<file path="config.mk">
export PLATFORM = sky130hd
export DESIGN_NAME = crs_chirp_ramp_sequencer
export DESIGN_NICKNAME = d
export VERILOG_FILES = /design/src/crs_pkg.sv /design/src/crs_chirp_ramp_sequencer.sv /design/src/crs_clamp.sv /design/src/crs_ramp_counter.sv
export SDC_FILE = /design/constraint.sdc
export NUM_CORES = 2
export LEC_CHECK = 0
export BUFFER_PORTS_ARGS = -buffer_cell sky130_fd_sc_hd__buf_4
export CELL_PAD_IN_SITES_DETAIL_PLACEMENT = 1
export CELL_PAD_IN_SITES_GLOBAL_PLACEMENT = 2
export CORE_MARGIN = 5
export CORE_UTILIZATION = 35
export DETAILED_ROUTE_END_ITERATION = 6
export PLACE_DENSITY_LB_ADDON = 0.05
export SLEW_MARGIN = 30
export SYNTH_ARGS = -nofsm -noshare
export SYNTH_HDL_FRONTEND = slang
export SYNTH_SLANG_ARGS = --single-unit
</file>
<file path="constraint.sdc">
create_clock -name clk -period 21.4 [get_ports clk]
set_input_delay 1.07 -clock clk [delete_from_list [all_inputs] [get_ports clk]]
set_output_delay 1.07 -clock clk [all_outputs]
set_load 0.1 [all_outputs]
</file>
<file path="src/crs_pkg.sv">
package crs_pkg;
  // ==========================================
  // Register word offsets (byte addresses)
  localparam logic [11:0] CRS_CTRL_OFS = 12'h000;
  localparam logic [11:0] CRS_STATUS_OFS = 12'h004;
  localparam logic [11:0] CRS_LIM_LO_OFS = 12'h008;
  localparam logic [11:0] CRS_LIM_HI_OFS = 12'h00C;
  localparam logic [11:0] CRS_DEV_OFS = 12'h010;
  localparam logic [11:0] CRS_ACC_LO_OFS = 12'h014;
  localparam logic [11:0] CRS_ACC_HI_OFS = 12'h018;
  localparam logic [9:0] CRS_MSB_IDX = 10'h046;
  localparam logic [9:0] CRS_CNT_LOW_IDX = 10'h053;
  localparam logic [9:0] CRS_CNT_CTRL_IDX = 10'h054;
  localparam logic [11:0] CRS_MSB_OFS = {CRS_MSB_IDX, 2'b00};
  localparam logic [11:0] CRS_CNT_LOW_OFS = {CRS_CNT_LOW_IDX, 2'b00};
  localparam logic [11:0] CRS_CNT_CTRL_OFS = {CRS_CNT_CTRL_IDX, 2'b00};
  localparam logic [11:0] CRS_SEG_BASE = 12'h200;
  localparam logic [11:0] CRS_SEG_STEP_OFS = 12'h000;
  localparam logic [11:0] CRS_SEG_DUR_OFS = 12'h004;
  localparam logic [11:0] CRS_SEG_CTL_OFS = 12'h008;
  // ==========================================
  // Field positions
  localparam int CRS_MSB_DEV_BIT = 2;
  localparam int CRS_MSB_LO_BIT = 3;
  localparam int CRS_MSB_HI_BIT = 4;
  localparam int CRS_AUTO_BIT = 5;
  localparam int CRS_SRC_LSB = 6;
  localparam int CRS_CNT_HI_W = 5;
  // ==========================================
  // Reset values
  localparam logic [32:0] CRS_LIM_LO_RST = 33'h0_0000_0000;
  localparam logic [32:0] CRS_LIM_HI_RST = 33'h0_FFFF_FFFF;
  localparam logic [7:0] CRS_BYTE_RST = 8'h00;
  // ==========================================
  // AXI responses
  localparam logic [1:0] CRS_RESP_OKAY = 2'b00;
  localparam logic [1:0] CRS_RESP_SLVERR = 2'b10;
  // ==========================================
  // Types
  typedef enum logic [1:0] {
    CRS_IDLE = 2'b01,
    CRS_RUN = 2'b10
  } crs_state_t;

  typedef struct packed {
    logic [1:0] flags;
    logic accum_clear;
    logic [2:0] successor;
    logic [1:0] advance_cond;
    logic slowdown;
    logic fastlock;
  } crs_segctl_t;

  typedef struct packed {
    logic [32:0] value;
    logic [2:0] segment;
    logic fastlock;
    logic [1:0] flags;
    logic active;
  } crs_out_t;
endpackage : crs_pkg

</file>
<file path="src/crs_chirp_ramp_sequencer.sv">
`timescale 1ns/1ps
// Function
// - Accumulator never drops below the 33-bit signed lower bound, reset zero.
// - Accumulator never exceeds the 33-bit signed upper bound, reset 0x0_FFFF_FFFF.
// - Clamping happens before the deviation offset is added.
// - Bound sign bits live in bits 3 and 4 of the shared high-bit register.
// - 13-bit ramp count stops the sweep; zero disables the counter.
// - Ramp counter clears when sweep enable rises.
// - Auto-stop bit clears sweep enable at terminal count.
// - Count source: segment transitions, or trigger A, B or C.
// - Eight independent segment descriptors, index 0 to 7.
// - Active segment adds its signed 30-bit step each tick until length expires.
// - Segment fastlock bit drives fastlock output during the segment.
// - Segment slowdown bit makes each tick last two clocks.
// - Segment duration in ticks, 1 means one, 0 means 65536.
// - Advance condition: length expiry, or trigger A, B or C.
// - Successor field picks the next segment.
// - Accumulator-clear bit loads zero, clamped to the bounds, into the accumulator on segment entry.
// - Two-bit code drives the two output flags.
module crs_chirp_ramp_sequencer #(
  parameter int NSEG = 8,
  parameter int CNT_W = 13
) (
  // Clock and reset
  input wire logic clk,
  input wire logic resetn,
  // AXI4-Lite write
  input wire logic [11:0] awaddr,
  input wire logic awvalid,
  output logic awready,
  input wire logic [31:0] wdata,
  input wire logic [3:0] wstrb,
  input wire logic wvalid,
  output logic wready,
  output logic [1:0] bresp,
  output logic bvalid,
  input wire logic bready,
  // AXI4-Lite read
  input wire logic [11:0] araddr,
  input wire logic arvalid,
  output logic arready,
  output logic [31:0] rdata,
  output logic [1:0] rresp,
  output logic rvalid,
  input wire logic rready,
  // Trigger events, one-cycle pulses
  input wire logic trig_a,
  input wire logic trig_b,
  input wire logic trig_c,
  // Ramp outputs
  output crs_pkg::crs_out_t ramp_out
);
  import crs_pkg::*;

  // ==========================================
  // Helpers
  function automatic logic [31:0] merge(input logic [31:0] old, input logic [31:0] d, input logic [3:0] s);
    logic [31:0] r;
    r = old;
    for (int b = 0; b < 4; b++) begin
      if (s[b]) begin
        r[b*8 +: 8] = d[b*8 +: 8];
      end
    end
    return r;
  endfunction : merge

  // Segment slot: {hit, index, word offset}
  function automatic logic [15:0] seg_dec(input logic [11:0] a);
    logic [11:0] rel;
    rel = a - CRS_SEG_BASE;
    seg_dec = '0;
    if (a >= CRS_SEG_BASE && rel < 12'(NSEG * 16) && rel[3:0] <= CRS_SEG_CTL_OFS[3:0]) begin
      seg_dec = {1'b1, rel[6:4], rel[3:0], 8'h00};
    end
  endfunction : seg_dec

  function automatic logic trig_pick(input logic [1:0] sel, input logic a, input logic b, input logic c);
    unique case (sel)
      2'd1: trig_pick = a;
      2'd2: trig_pick = b;
      2'd3: trig_pick = c;
      default: trig_pick = 1'b0;
    endcase
  endfunction : trig_pick

  // ==========================================
  // Bus channel state
  logic aw_full_reg, aw_full_next, w_full_reg, w_full_next;
  logic [11:0] aw_addr_reg, aw_addr_next;
  logic [31:0] w_data_reg, w_data_next;
  logic [3:0] w_strb_reg, w_strb_next;
  logic bvalid_reg, bvalid_next, rvalid_reg, rvalid_next;
  logic awready_reg, wready_reg, arready_reg;
  logic [1:0] bresp_reg, bresp_next, rresp_reg, rresp_next;
  logic [31:0] rdata_reg, rdata_next;
  logic do_wr, wr_hit;
  logic [32:0] rd_word;

  // ==========================================
  // Register state
  logic sweep_en_reg, sweep_en_next;
  logic [31:0] lim_lo_reg, lim_lo_next, lim_hi_reg, lim_hi_next, dev_reg, dev_next;
  logic [7:0] msb_reg, msb_next, cnt_low_reg, cnt_low_next, cnt_ctrl_reg, cnt_ctrl_next;
  logic [29:0] step_reg [NSEG], step_next [NSEG];
  logic [15:0] dur_reg [NSEG], dur_next [NSEG];
  crs_segctl_t sctl_reg [NSEG], sctl_next [NSEG];

  // ==========================================
  // Sequencer state
  crs_state_t state_reg, state_next;
  logic sweep_q_reg;
  logic [2:0] seg_reg, seg_next;
  logic [16:0] len_reg, len_next;
  logic phase_reg, phase_next;
  logic [32:0] acc_reg, acc_next;
  crs_out_t out_reg, out_next;
  logic [32:0] lower, upper, dev33, cand_seg;
  logic [33:0] cand;
  logic [32:0] clamped;
  logic start, seg_pulse, cnt_inc, terminal, auto_stop;
  logic [CNT_W-1:0] ramp_count;
  logic [2:0] nseg;
  crs_segctl_t cur;

  assign lower = {msb_reg[CRS_MSB_LO_BIT], lim_lo_reg};
  assign upper = {msb_reg[CRS_MSB_HI_BIT], lim_hi_reg};
  assign dev33 = {msb_reg[CRS_MSB_DEV_BIT], dev_reg};
  assign cur = sctl_reg[seg_reg];

  // ==========================================
  // Write channels
  always_comb begin
    aw_full_next = aw_full_reg;
    aw_addr_next = aw_addr_reg;
    w_full_next = w_full_reg;
    w_data_next = w_data_reg;
    w_strb_next = w_strb_reg;
    bvalid_next = bvalid_reg;
    bresp_next = bresp_reg;
    do_wr = aw_full_reg && w_full_reg && !bvalid_reg;
    if (awvalid && !aw_full_reg) begin
      aw_full_next = 1'b1;
      aw_addr_next = awaddr;
    end
    if (wvalid && !w_full_reg) begin
      w_full_next = 1'b1;
      w_data_next = wdata;
      w_strb_next = wstrb;
    end
    if (bvalid_reg && bready) begin
      bvalid_next = 1'b0;
    end
    if (do_wr) begin
      aw_full_next = 1'b0;
      w_full_next = 1'b0;
      bvalid_next = 1'b1;
      bresp_next = wr_hit ? CRS_RESP_OKAY : CRS_RESP_SLVERR;
    end
  end

  // ==========================================
  // Read channel
  always_comb begin
    logic [15:0] sd;
    logic [2:0] si;
    sd = seg_dec(araddr);
    si = sd[14:12];
    rd_word = {1'b1, 32'h0000_0000};
    unique case (araddr)
      CRS_CTRL_OFS: rd_word[0] = sweep_en_reg;
      CRS_STATUS_OFS: rd_word[31:0] = {3'b000, ramp_count, 9'h000, out_reg.flags, out_reg.fastlock,
        out_reg.segment, out_reg.active};
      CRS_LIM_LO_OFS: rd_word[31:0] = lim_lo_reg;
      CRS_LIM_HI_OFS: rd_word[31:0] = lim_hi_reg;
      CRS_DEV_OFS: rd_word[31:0] = dev_reg;
      CRS_ACC_LO_OFS: rd_word[31:0] = acc_reg[31:0];
      CRS_ACC_HI_OFS: rd_word[0] = acc_reg[32];
      CRS_MSB_OFS: rd_word[7:0] = msb_reg;
      CRS_CNT_LOW_OFS: rd_word[7:0] = cnt_low_reg;
      CRS_CNT_CTRL_OFS: rd_word[7:0] = cnt_ctrl_reg;
      default: begin
        rd_word[32] = sd[15];
        if (sd[11:8] == CRS_SEG_STEP_OFS[3:0]) begin
          rd_word[31:0] = {{2{step_reg[si][29]}}, step_reg[si]};
        end else if (sd[11:8] == CRS_SEG_DUR_OFS[3:0]) begin
          rd_word[15:0] = dur_reg[si];
        end else begin
          rd_word[9:0] = sctl_reg[si];
        end
      end
    endcase
    rvalid_next = rvalid_reg;
    rdata_next = rdata_reg;
    rresp_next = rresp_reg;
    if (rvalid_reg && rready) begin
      rvalid_next = 1'b0;
    end
    if (arvalid && !rvalid_reg) begin
      rvalid_next = 1'b1;
      rdata_next = rd_word[32] ? rd_word[31:0] : 32'h0000_0000;
      rresp_next = rd_word[32] ? CRS_RESP_OKAY : CRS_RESP_SLVERR;
    end
  end

  always_ff @(posedge clk or negedge resetn) begin
    if (!resetn) begin
      aw_full_reg <= 1'b0;
      aw_addr_reg <= 12'h000;
      w_full_reg <= 1'b0;
      w_data_reg <= 32'h0000_0000;
      w_strb_reg <= 4'h0;
      bvalid_reg <= 1'b0;
      bresp_reg <= CRS_RESP_OKAY;
      rvalid_reg <= 1'b0;
      rdata_reg <= 32'h0000_0000;
      rresp_reg <= CRS_RESP_OKAY;
      awready_reg <= 1'b1;
      wready_reg <= 1'b1;
      arready_reg <= 1'b1;
    end else begin
      aw_full_reg <= aw_full_next;
      awready_reg <= !aw_full_next;
      wready_reg <= !w_full_next;
      arready_reg <= !rvalid_next;
      aw_addr_reg <= aw_addr_next;
      w_full_reg <= w_full_next;
      w_data_reg <= w_data_next;
      w_strb_reg <= w_strb_next;
      bvalid_reg <= bvalid_next;
      bresp_reg <= bresp_next;
      rvalid_reg <= rvalid_next;
      rdata_reg <= rdata_next;
      rresp_reg <= rresp_next;
    end
  end

  assign awready = awready_reg;
  assign wready = wready_reg;
  assign bvalid = bvalid_reg;
  assign bresp = bresp_reg;
  assign arready = arready_reg;
  assign rvalid = rvalid_reg;
  assign rdata = rdata_reg;
  assign rresp = rresp_reg;

  // ==========================================
  // Register file
  always_comb begin
    logic [15:0] sd;
    logic [2:0] si;
    logic [31:0] m;
    m = 32'h0000_0000;
    sd = seg_dec(aw_addr_reg);
    si = sd[14:12];
    sweep_en_next = sweep_en_reg;
    lim_lo_next = lim_lo_reg;
    lim_hi_next = lim_hi_reg;
    dev_next = dev_reg;
    msb_next = msb_reg;
    cnt_low_next = cnt_low_reg;
    cnt_ctrl_next = cnt_ctrl_reg;
    step_next = step_reg;
    dur_next = dur_reg;
    sctl_next = sctl_reg;
    wr_hit = 1'b1;
    if (auto_stop) begin
      sweep_en_next = 1'b0;
    end
    unique case (aw_addr_reg)
      CRS_CTRL_OFS: m = merge({31'h0000_0000, sweep_en_reg}, w_data_reg, w_strb_reg);
      CRS_LIM_LO_OFS: m = merge(lim_lo_reg, w_data_reg, w_strb_reg);
      CRS_LIM_HI_OFS: m = merge(lim_hi_reg, w_data_reg, w_strb_reg);
      CRS_DEV_OFS: m = merge(dev_reg, w_data_reg, w_strb_reg);
      CRS_MSB_OFS: m = merge({24'h00_0000, msb_reg}, w_data_reg, w_strb_reg);
      CRS_CNT_LOW_OFS: m = merge({24'h00_0000, cnt_low_reg}, w_data_reg, w_strb_reg);
      CRS_CNT_CTRL_OFS: m = merge({24'h00_0000, cnt_ctrl_reg}, w_data_reg, w_strb_reg);
      default: begin
        if (sd[11:8] == CRS_SEG_STEP_OFS[3:0]) begin
          m = merge({2'b00, step_reg[si]}, w_data_reg, w_strb_reg);
        end else if (sd[11:8] == CRS_SEG_DUR_OFS[3:0]) begin
          m = merge({16'h0000, dur_reg[si]}, w_data_reg, w_strb_reg);
        end else begin
          m = merge({22'h00_0000, sctl_reg[si]}, w_data_reg, w_strb_reg);
        end
      end
    endcase
    unique case (aw_addr_reg)
      CRS_CTRL_OFS: if (do_wr) sweep_en_next = m[0];
      CRS_LIM_LO_OFS: if (do_wr) lim_lo_next = m;
      CRS_LIM_HI_OFS: if (do_wr) lim_hi_next = m;
      CRS_DEV_OFS: if (do_wr) dev_next = m;
      CRS_MSB_OFS: if (do_wr) msb_next = m[7:0];
      CRS_CNT_LOW_OFS: if (do_wr) cnt_low_next = m[7:0];
      CRS_CNT_CTRL_OFS: if (do_wr) cnt_ctrl_next = m[7:0];
      CRS_STATUS_OFS, CRS_ACC_LO_OFS, CRS_ACC_HI_OFS: wr_hit = 1'b1;
      default: begin
        wr_hit = sd[15];
        if (do_wr && sd[15]) begin
          if (sd[11:8] == CRS_SEG_STEP_OFS[3:0]) begin
            step_next[si] = m[29:0];
          end else if (sd[11:8] == CRS_SEG_DUR_OFS[3:0]) begin
            dur_next[si] = m[15:0];
          end else begin
            sctl_next[si] = m[9:0];
          end
        end
      end
    endcase
  end

  always_ff @(posedge clk or negedge resetn) begin
    if (!resetn) begin
      sweep_en_reg <= 1'b0;
      lim_lo_reg <= CRS_LIM_LO_RST[31:0];
      lim_hi_reg <= CRS_LIM_HI_RST[31:0];
      dev_reg <= 32'h0000_0000;
      msb_reg <= {3'b000, CRS_LIM_HI_RST[32], CRS_LIM_LO_RST[32], 3'b000};
      cnt_low_reg <= CRS_BYTE_RST;
      cnt_ctrl_reg <= CRS_BYTE_RST;
      for (int i = 0; i < NSEG; i++) begin
        step_reg[i] <= 30'h0000_0000;
        dur_reg[i] <= 16'h0000;
        sctl_reg[i] <= '0;
      end
    end else begin
      sweep_en_reg <= sweep_en_next;
      lim_lo_reg <= lim_lo_next;
      lim_hi_reg <= lim_hi_next;
      dev_reg <= dev_next;
      msb_reg <= msb_next;
      cnt_low_reg <= cnt_low_next;
      cnt_ctrl_reg <= cnt_ctrl_next;
      step_reg <= step_next;
      dur_reg <= dur_next;
      sctl_reg <= sctl_next;
    end
  end

  // ==========================================
  // Ramp counter
  assign start = sweep_en_reg && !sweep_q_reg;
  assign cnt_inc = (cnt_ctrl_reg[CRS_SRC_LSB +: 2] == 2'd0) ? seg_pulse
    : trig_pick(cnt_ctrl_reg[CRS_SRC_LSB +: 2], trig_a, trig_b, trig_c);
  assign auto_stop = cnt_ctrl_reg[CRS_AUTO_BIT] && terminal && sweep_q_reg;

  crs_ramp_counter #(
    .W(CNT_W)
  ) u_count (
    .clk(clk),
    .resetn(resetn),
    .clear(start),
    .inc(cnt_inc && sweep_en_reg),
    .limit({cnt_ctrl_reg[CRS_CNT_HI_W-1:0], cnt_low_reg}),
    .count(ramp_count),
    .terminal(terminal)
  );

  // ==========================================
  // Segment sequencer
  crs_clamp #(
    .W(33)
  ) u_clamp (
    .cand(cand),
    .lower(lower),
    .upper(upper),
    .result(clamped)
  );

  always_comb begin
    logic tick, expire;
    state_next = state_reg;
    seg_next = seg_reg;
    len_next = len_reg;
    phase_next = phase_reg;
    seg_pulse = 1'b0;
    nseg = seg_reg;
    cand_seg = acc_reg;
    tick = !cur.slowdown || phase_reg;
    expire = 1'b0;
    unique case (state_reg)
      CRS_IDLE: begin
        if (start) begin
          state_next = CRS_RUN;
          nseg = 3'd0;
        end
      end
      CRS_RUN: begin
        if (!sweep_en_reg) begin
          state_next = CRS_IDLE;
        end else begin
          phase_next = cur.slowdown ? !phase_reg : 1'b0;
          if (tick && len_reg != 17'd0) begin
            cand_seg = acc_reg + {{3{step_reg[seg_reg][29]}}, step_reg[seg_reg]};
            len_next = len_reg - 17'd1;
            expire = (len_reg == 17'd1);
          end
          if (cur.advance_cond == 2'd0 ? expire
              : trig_pick(cur.advance_cond, trig_a, trig_b, trig_c)) begin
            nseg = cur.successor;
            seg_pulse = 1'b1;
          end
        end
      end
    endcase
    if (start || seg_pulse) begin
      seg_next = nseg;
      len_next = {dur_reg[nseg] == 16'h0000, dur_reg[nseg]};
      phase_next = 1'b0;
      if (sctl_reg[nseg].accum_clear) begin
        cand_seg = 33'h0_0000_0000;
      end
    end
    cand = {cand_seg[32], cand_seg};
    acc_next = (state_reg == CRS_RUN || start) ? clamped : acc_reg;
    out_next.value = acc_next + dev33;
    out_next.segment = seg_next;
    out_next.fastlock = (state_next == CRS_RUN) && sctl_reg[seg_next].fastlock;
    out_next.flags = (state_next == CRS_RUN) ? sctl_reg[seg_next].flags : 2'b00;
    out_next.active = (state_next == CRS_RUN);
  end

  always_ff @(posedge clk or negedge resetn) begin
    if (!resetn) begin
      state_reg <= CRS_IDLE;
      sweep_q_reg <= 1'b0;
      seg_reg <= 3'd0;
      len_reg <= 17'd0;
      phase_reg <= 1'b0;
      acc_reg <= 33'h0_0000_0000;
      out_reg <= '0;
    end else begin
      state_reg <= state_next;
      sweep_q_reg <= sweep_en_reg;
      seg_reg <= seg_next;
      len_reg <= len_next;
      phase_reg <= phase_next;
      acc_reg <= acc_next;
      out_reg <= out_next;
    end
  end

  assign ramp_out = out_reg;
endmodule : crs_chirp_ramp_sequencer

</file>
<file path="src/crs_clamp.sv">
`timescale 1ns/1ps
module crs_clamp #(
  parameter int W = 33
) (
  // Candidate, one bit wider than result
  input wire logic [W:0] cand,
  // Bounds, two's complement
  input wire logic [W-1:0] lower,
  input wire logic [W-1:0] upper,
  // Clamped value
  output logic [W-1:0] result
);
  logic signed [W:0] c_s;
  logic signed [W:0] lo_s;
  logic signed [W:0] hi_s;

  always_comb begin
    c_s = $signed(cand);
    lo_s = $signed({lower[W-1], lower});
    hi_s = $signed({upper[W-1], upper});
    if (c_s < lo_s) begin
      result = lower;
    end else if (c_s > hi_s) begin
      result = upper;
    end else begin
      result = cand[W-1:0];
    end
  end
endmodule : crs_clamp

</file>
<file path="src/crs_ramp_counter.sv">
`timescale 1ns/1ps
module crs_ramp_counter #(
  parameter int W = 13
) (
  // Clock and reset
  input wire logic clk,
  input wire logic resetn,
  // Control
  input wire logic clear,
  input wire logic inc,
  input wire logic [W-1:0] limit,
  // State
  output logic [W-1:0] count,
  output logic terminal
);
  logic [W-1:0] count_reg;
  logic [W-1:0] count_next;

  always_comb begin
    count_next = count_reg;
    if (clear) begin
      count_next = '0;
    end else if (inc && (limit != '0) && (count_reg != limit)) begin
      count_next = count_reg + 1'b1;
    end
  end

  always_ff @(posedge clk or negedge resetn) begin
    if (!resetn) begin
      count_reg <= '0;
    end else begin
      count_reg <= count_next;
    end
  end

  assign count = count_reg;
  assign terminal = (limit != '0) && (count_reg == limit);
endmodule : crs_ramp_counter

</file>
==> results.py <==
metrics = {
    "setup_path": {
        "critPathMaxFanout": 45,
        "end_kind": "flip-flop",
        "setup.worst_path.class": "flip-flop to flip-flop",
        "critPathRequiredTime_ns": 22.00,
        "cpMostUsedCell": "a21o_1",
        "crit_path_top_delay_cell": "buf_4",
        "critPathLaunchType": "flip-flop",
        "critPathMaxStageDelay_ns": 0.73,
        "arrival_ns": 12.60,
    },
    "power": {
        "p_leak_nw": 23.6,
        "peakVddDrop_uv": 60.7,
        "power_density_nw_per_um2": 100,
    },
    "floorplan": {
        "die_height_um": 377,
        "dieArea_um2": 142000,
        "initial_core_util_pct": 35.3,
        "core_um2": 134000,
        "fp.dieW_um": 377,
        "std_cell_rows": 134,
        "io_pins": 151,
    },
    "clock_network": {
        "clock-sinks": 765,
        "clk_pin_slew_ns": 0.06,
        "ctsHoldBuffers": 0,
        "cts-buffers-inserted": 97,
        "ctsResizeCount": 0,
        "clk_latency_ns": 0.73,
        "cts_tree": "done",
        "clk_path_buf_depth": 3,
        "htree_levels": 3,
        "cts_root_buf": "clkbuf_16",
        "postCtsSetupBuffers": 0,
    },
    "placement": {
        "place_congestion": 0.862,
        "port-buffer-count": 148,
        "dp_cells": 6722,
        "dp_hpwl_mm": 151,
    },
    "detailed_routing": {
        "vias": 42300,
        "drt_iter0_markers": 3801,
        "top_layer_used": "met5",
        "wl_met3_mm": 16.4,
        "first_pass_iters": 6,
        "wl_per_cell_um": 31.8,
        "drcViolationCount": 0,
        "met2_length_mm": 96.6,
        "routed_via_density": 6.13,
        "drt-total-wl_mm": 220,
        "m1WireLength_mm": 101,
        "detail-route-antenna-nets": 0,
    },
    "hold_path": {
        "hold_class": "primary input to asynchronous set/reset pin",
    },
    "cells_and_area": {
        "nFillCells": 15100,
        "multiInputGateArea_um2": 26300,
        "drive_gt1_share_pct": 18.5,
        "stdcell_count": 6907,
        "layout.nets": 5261,
        "largest_reg_flops": 240,
        "area_growth_pct": 14.4,
        "regArea_um2": 19200,
        "layout_common_cells": "880 x nand2_1, 724 x dfrtp_1, 553 x o21ai_0",
        "final_common_cell": "nand2_1",
    },
    "global_route": {
        "grt_max_degree": 148,
        "antenna_found_initial": 9,
        "grt_pass1_vias": 42400,
        "grt_first_pass_wirelength_mm": 317,
        "overflow": 0,
        "track_usage_pct": 30.4,
    },
    "sta": {
        "setup-tns-final_ns": 0,
        "finalSetupViolCount": 0,
        "max_slew_margin_pct": 29.9,
        "finalCriticalPeriod_ns": 12.00,
        "rsz0062_at_grt": "false",
        "tightest_slew_ns": 1.04,
        "fmax_mhz": 83.3,
        "drv_slew": 0,
        "final.period_utilization_pct": 56.1,
        "fin_skew_ns": 0.0314,
        "hold_viol_final": 0,
    },
    "yosys": {
        "synth-main-ff-cell": "dfrtp_1",
        "synth_cells": 5055,
        "ys_async_sr_fraction_pct": 100,
        "syn_area_um2": 47200,
        "avgSynthCellArea_um2": 9.34,
        "synth_cell_types": 93,
        "yosys_warnings": 0,
        "synth-seq-area-share_pct": 40.7,
        "synth_seq_cells": 765,
        "synth_edf_count": 0,
    },
    "job": {
        "max-cap-violations": 0,
    },
    "run_status": {
        "outcome": "complete, no violations",
    },
}
-- power breakdown --
| group | switching [mW] | internal (mW) | leakage [nW] | total [mW] |
|---|---|---|---|---|
| Combinational | 1.34 | 0.593 | 11.6 | 1.93 |
| Clock | 0.714 | 1.04 | 1.65 | 1.75 |
| Sequential | 0.168 | 1.57 | 10.3 | 1.74 |
| Total | 2.22 | 3.20 | 23.6 | 5.42 |
-- critical path, delay by kind of cell (launching register included) --
family	cells	cell delay, ns
XOR/XNOR	2	0.46
AO/OA/AOI/OAI	26	5.12
buffers and inverters	4	1.87
adder cells (fa/ha/maj)	3	0.96
flip-flops	1	0.69
multiplexers	3	1.01
AND/OR/NAND/NOR	8	1.64
-- logic make-up after synthesis --
kind of cell	count (synthesis)	synth area share (%)
other	1	0.00795
adders and majority gates	137	3.66
DFF	765	40.7
AOI/OAI and AO/OA	1498	20.0
xor gates and xnor gates	95	1.79
buffers and inverters	538	4.48
muxes	577	16.4
and+or+nand+nor	1444	13.0
-- routing by layer --
metal	vias to the layer above	track usage, %
met5	-	0
met4	2	8.24
met3	275	5.75
met2	1521	46.5
met1	22000	44.1
li1	18500	-
-- cell type report --
class | instances | share of cell area, %
multi-input combinational | 3753 | 48.8
sequential | 765 | 35.6
clock buffer | 149 | 5.49
timing repair buffer | 304 | 4.39
tap | 1768 | 4.10
inverter | 133 | 0.925
clock inverter | 30 | 0.707
antenna | 5 | 0.0232
-- stage by stage --
stage          area [um2]  util (%)  setup WS, ns  hold WS, ns  power (mW)
6_report            54000      40.3          9.40        0.302        5.42
5_1_grt             54000      40.3          8.60        0.339        5.64
4_1_cts             53900      40.3          9.33        0.284        5.45
3_5_place_dp        50600      37.8          9.35        0.466        3.68
3_3_place_gp        50500      37.7          9.48        0.468        3.65
2_1_floorplan       47200         -          9.94        0.352        2.91
-- cell usage after synthesis, types with 38 or more instances --
library cell  number  area (um2)
mux4_2           133        3000
o22ai_1           42         263
a21o_1            94         706
xnor2_1           59         517
a221oi_1         141        1230
nand2_1          893        3350
a22oi_1           68         510
inv_1            132         495
mux2_2           215        2420
buf_1             42         158
o21ai_0          556        2780
a21oi_1          322        1610
clkbuf_1         316        1190
ha_1             135        1690
dfrtp_1          729       18200
nor3_1           115         576
a22o_1            41         359
mux2i_1          225        2250
buf_2             38         190
nand3_1           56         280
nor2_1           212         796
-- worst paths after layout --
check | cells after the start | from | end | slack [ns]
worst min-delay path | 1 | resetn | ramp_out[9] | 0.30
min in group clk | 2 | rdata[19] | rdata[19] | 0.48
worst max-delay path | 46 | ramp_out[4] | ramp_out[39] | 9.40
worst max register to register | 46 | ramp_out[4] | ramp_out[39] | 9.40
max in group asynchronous | 4 | resetn | ramp_out[5] | 18.46
worst min register to register | 2 | rdata[19] | rdata[19] | 0.48
Note: power is estimated with default switching activity, not from simulation.
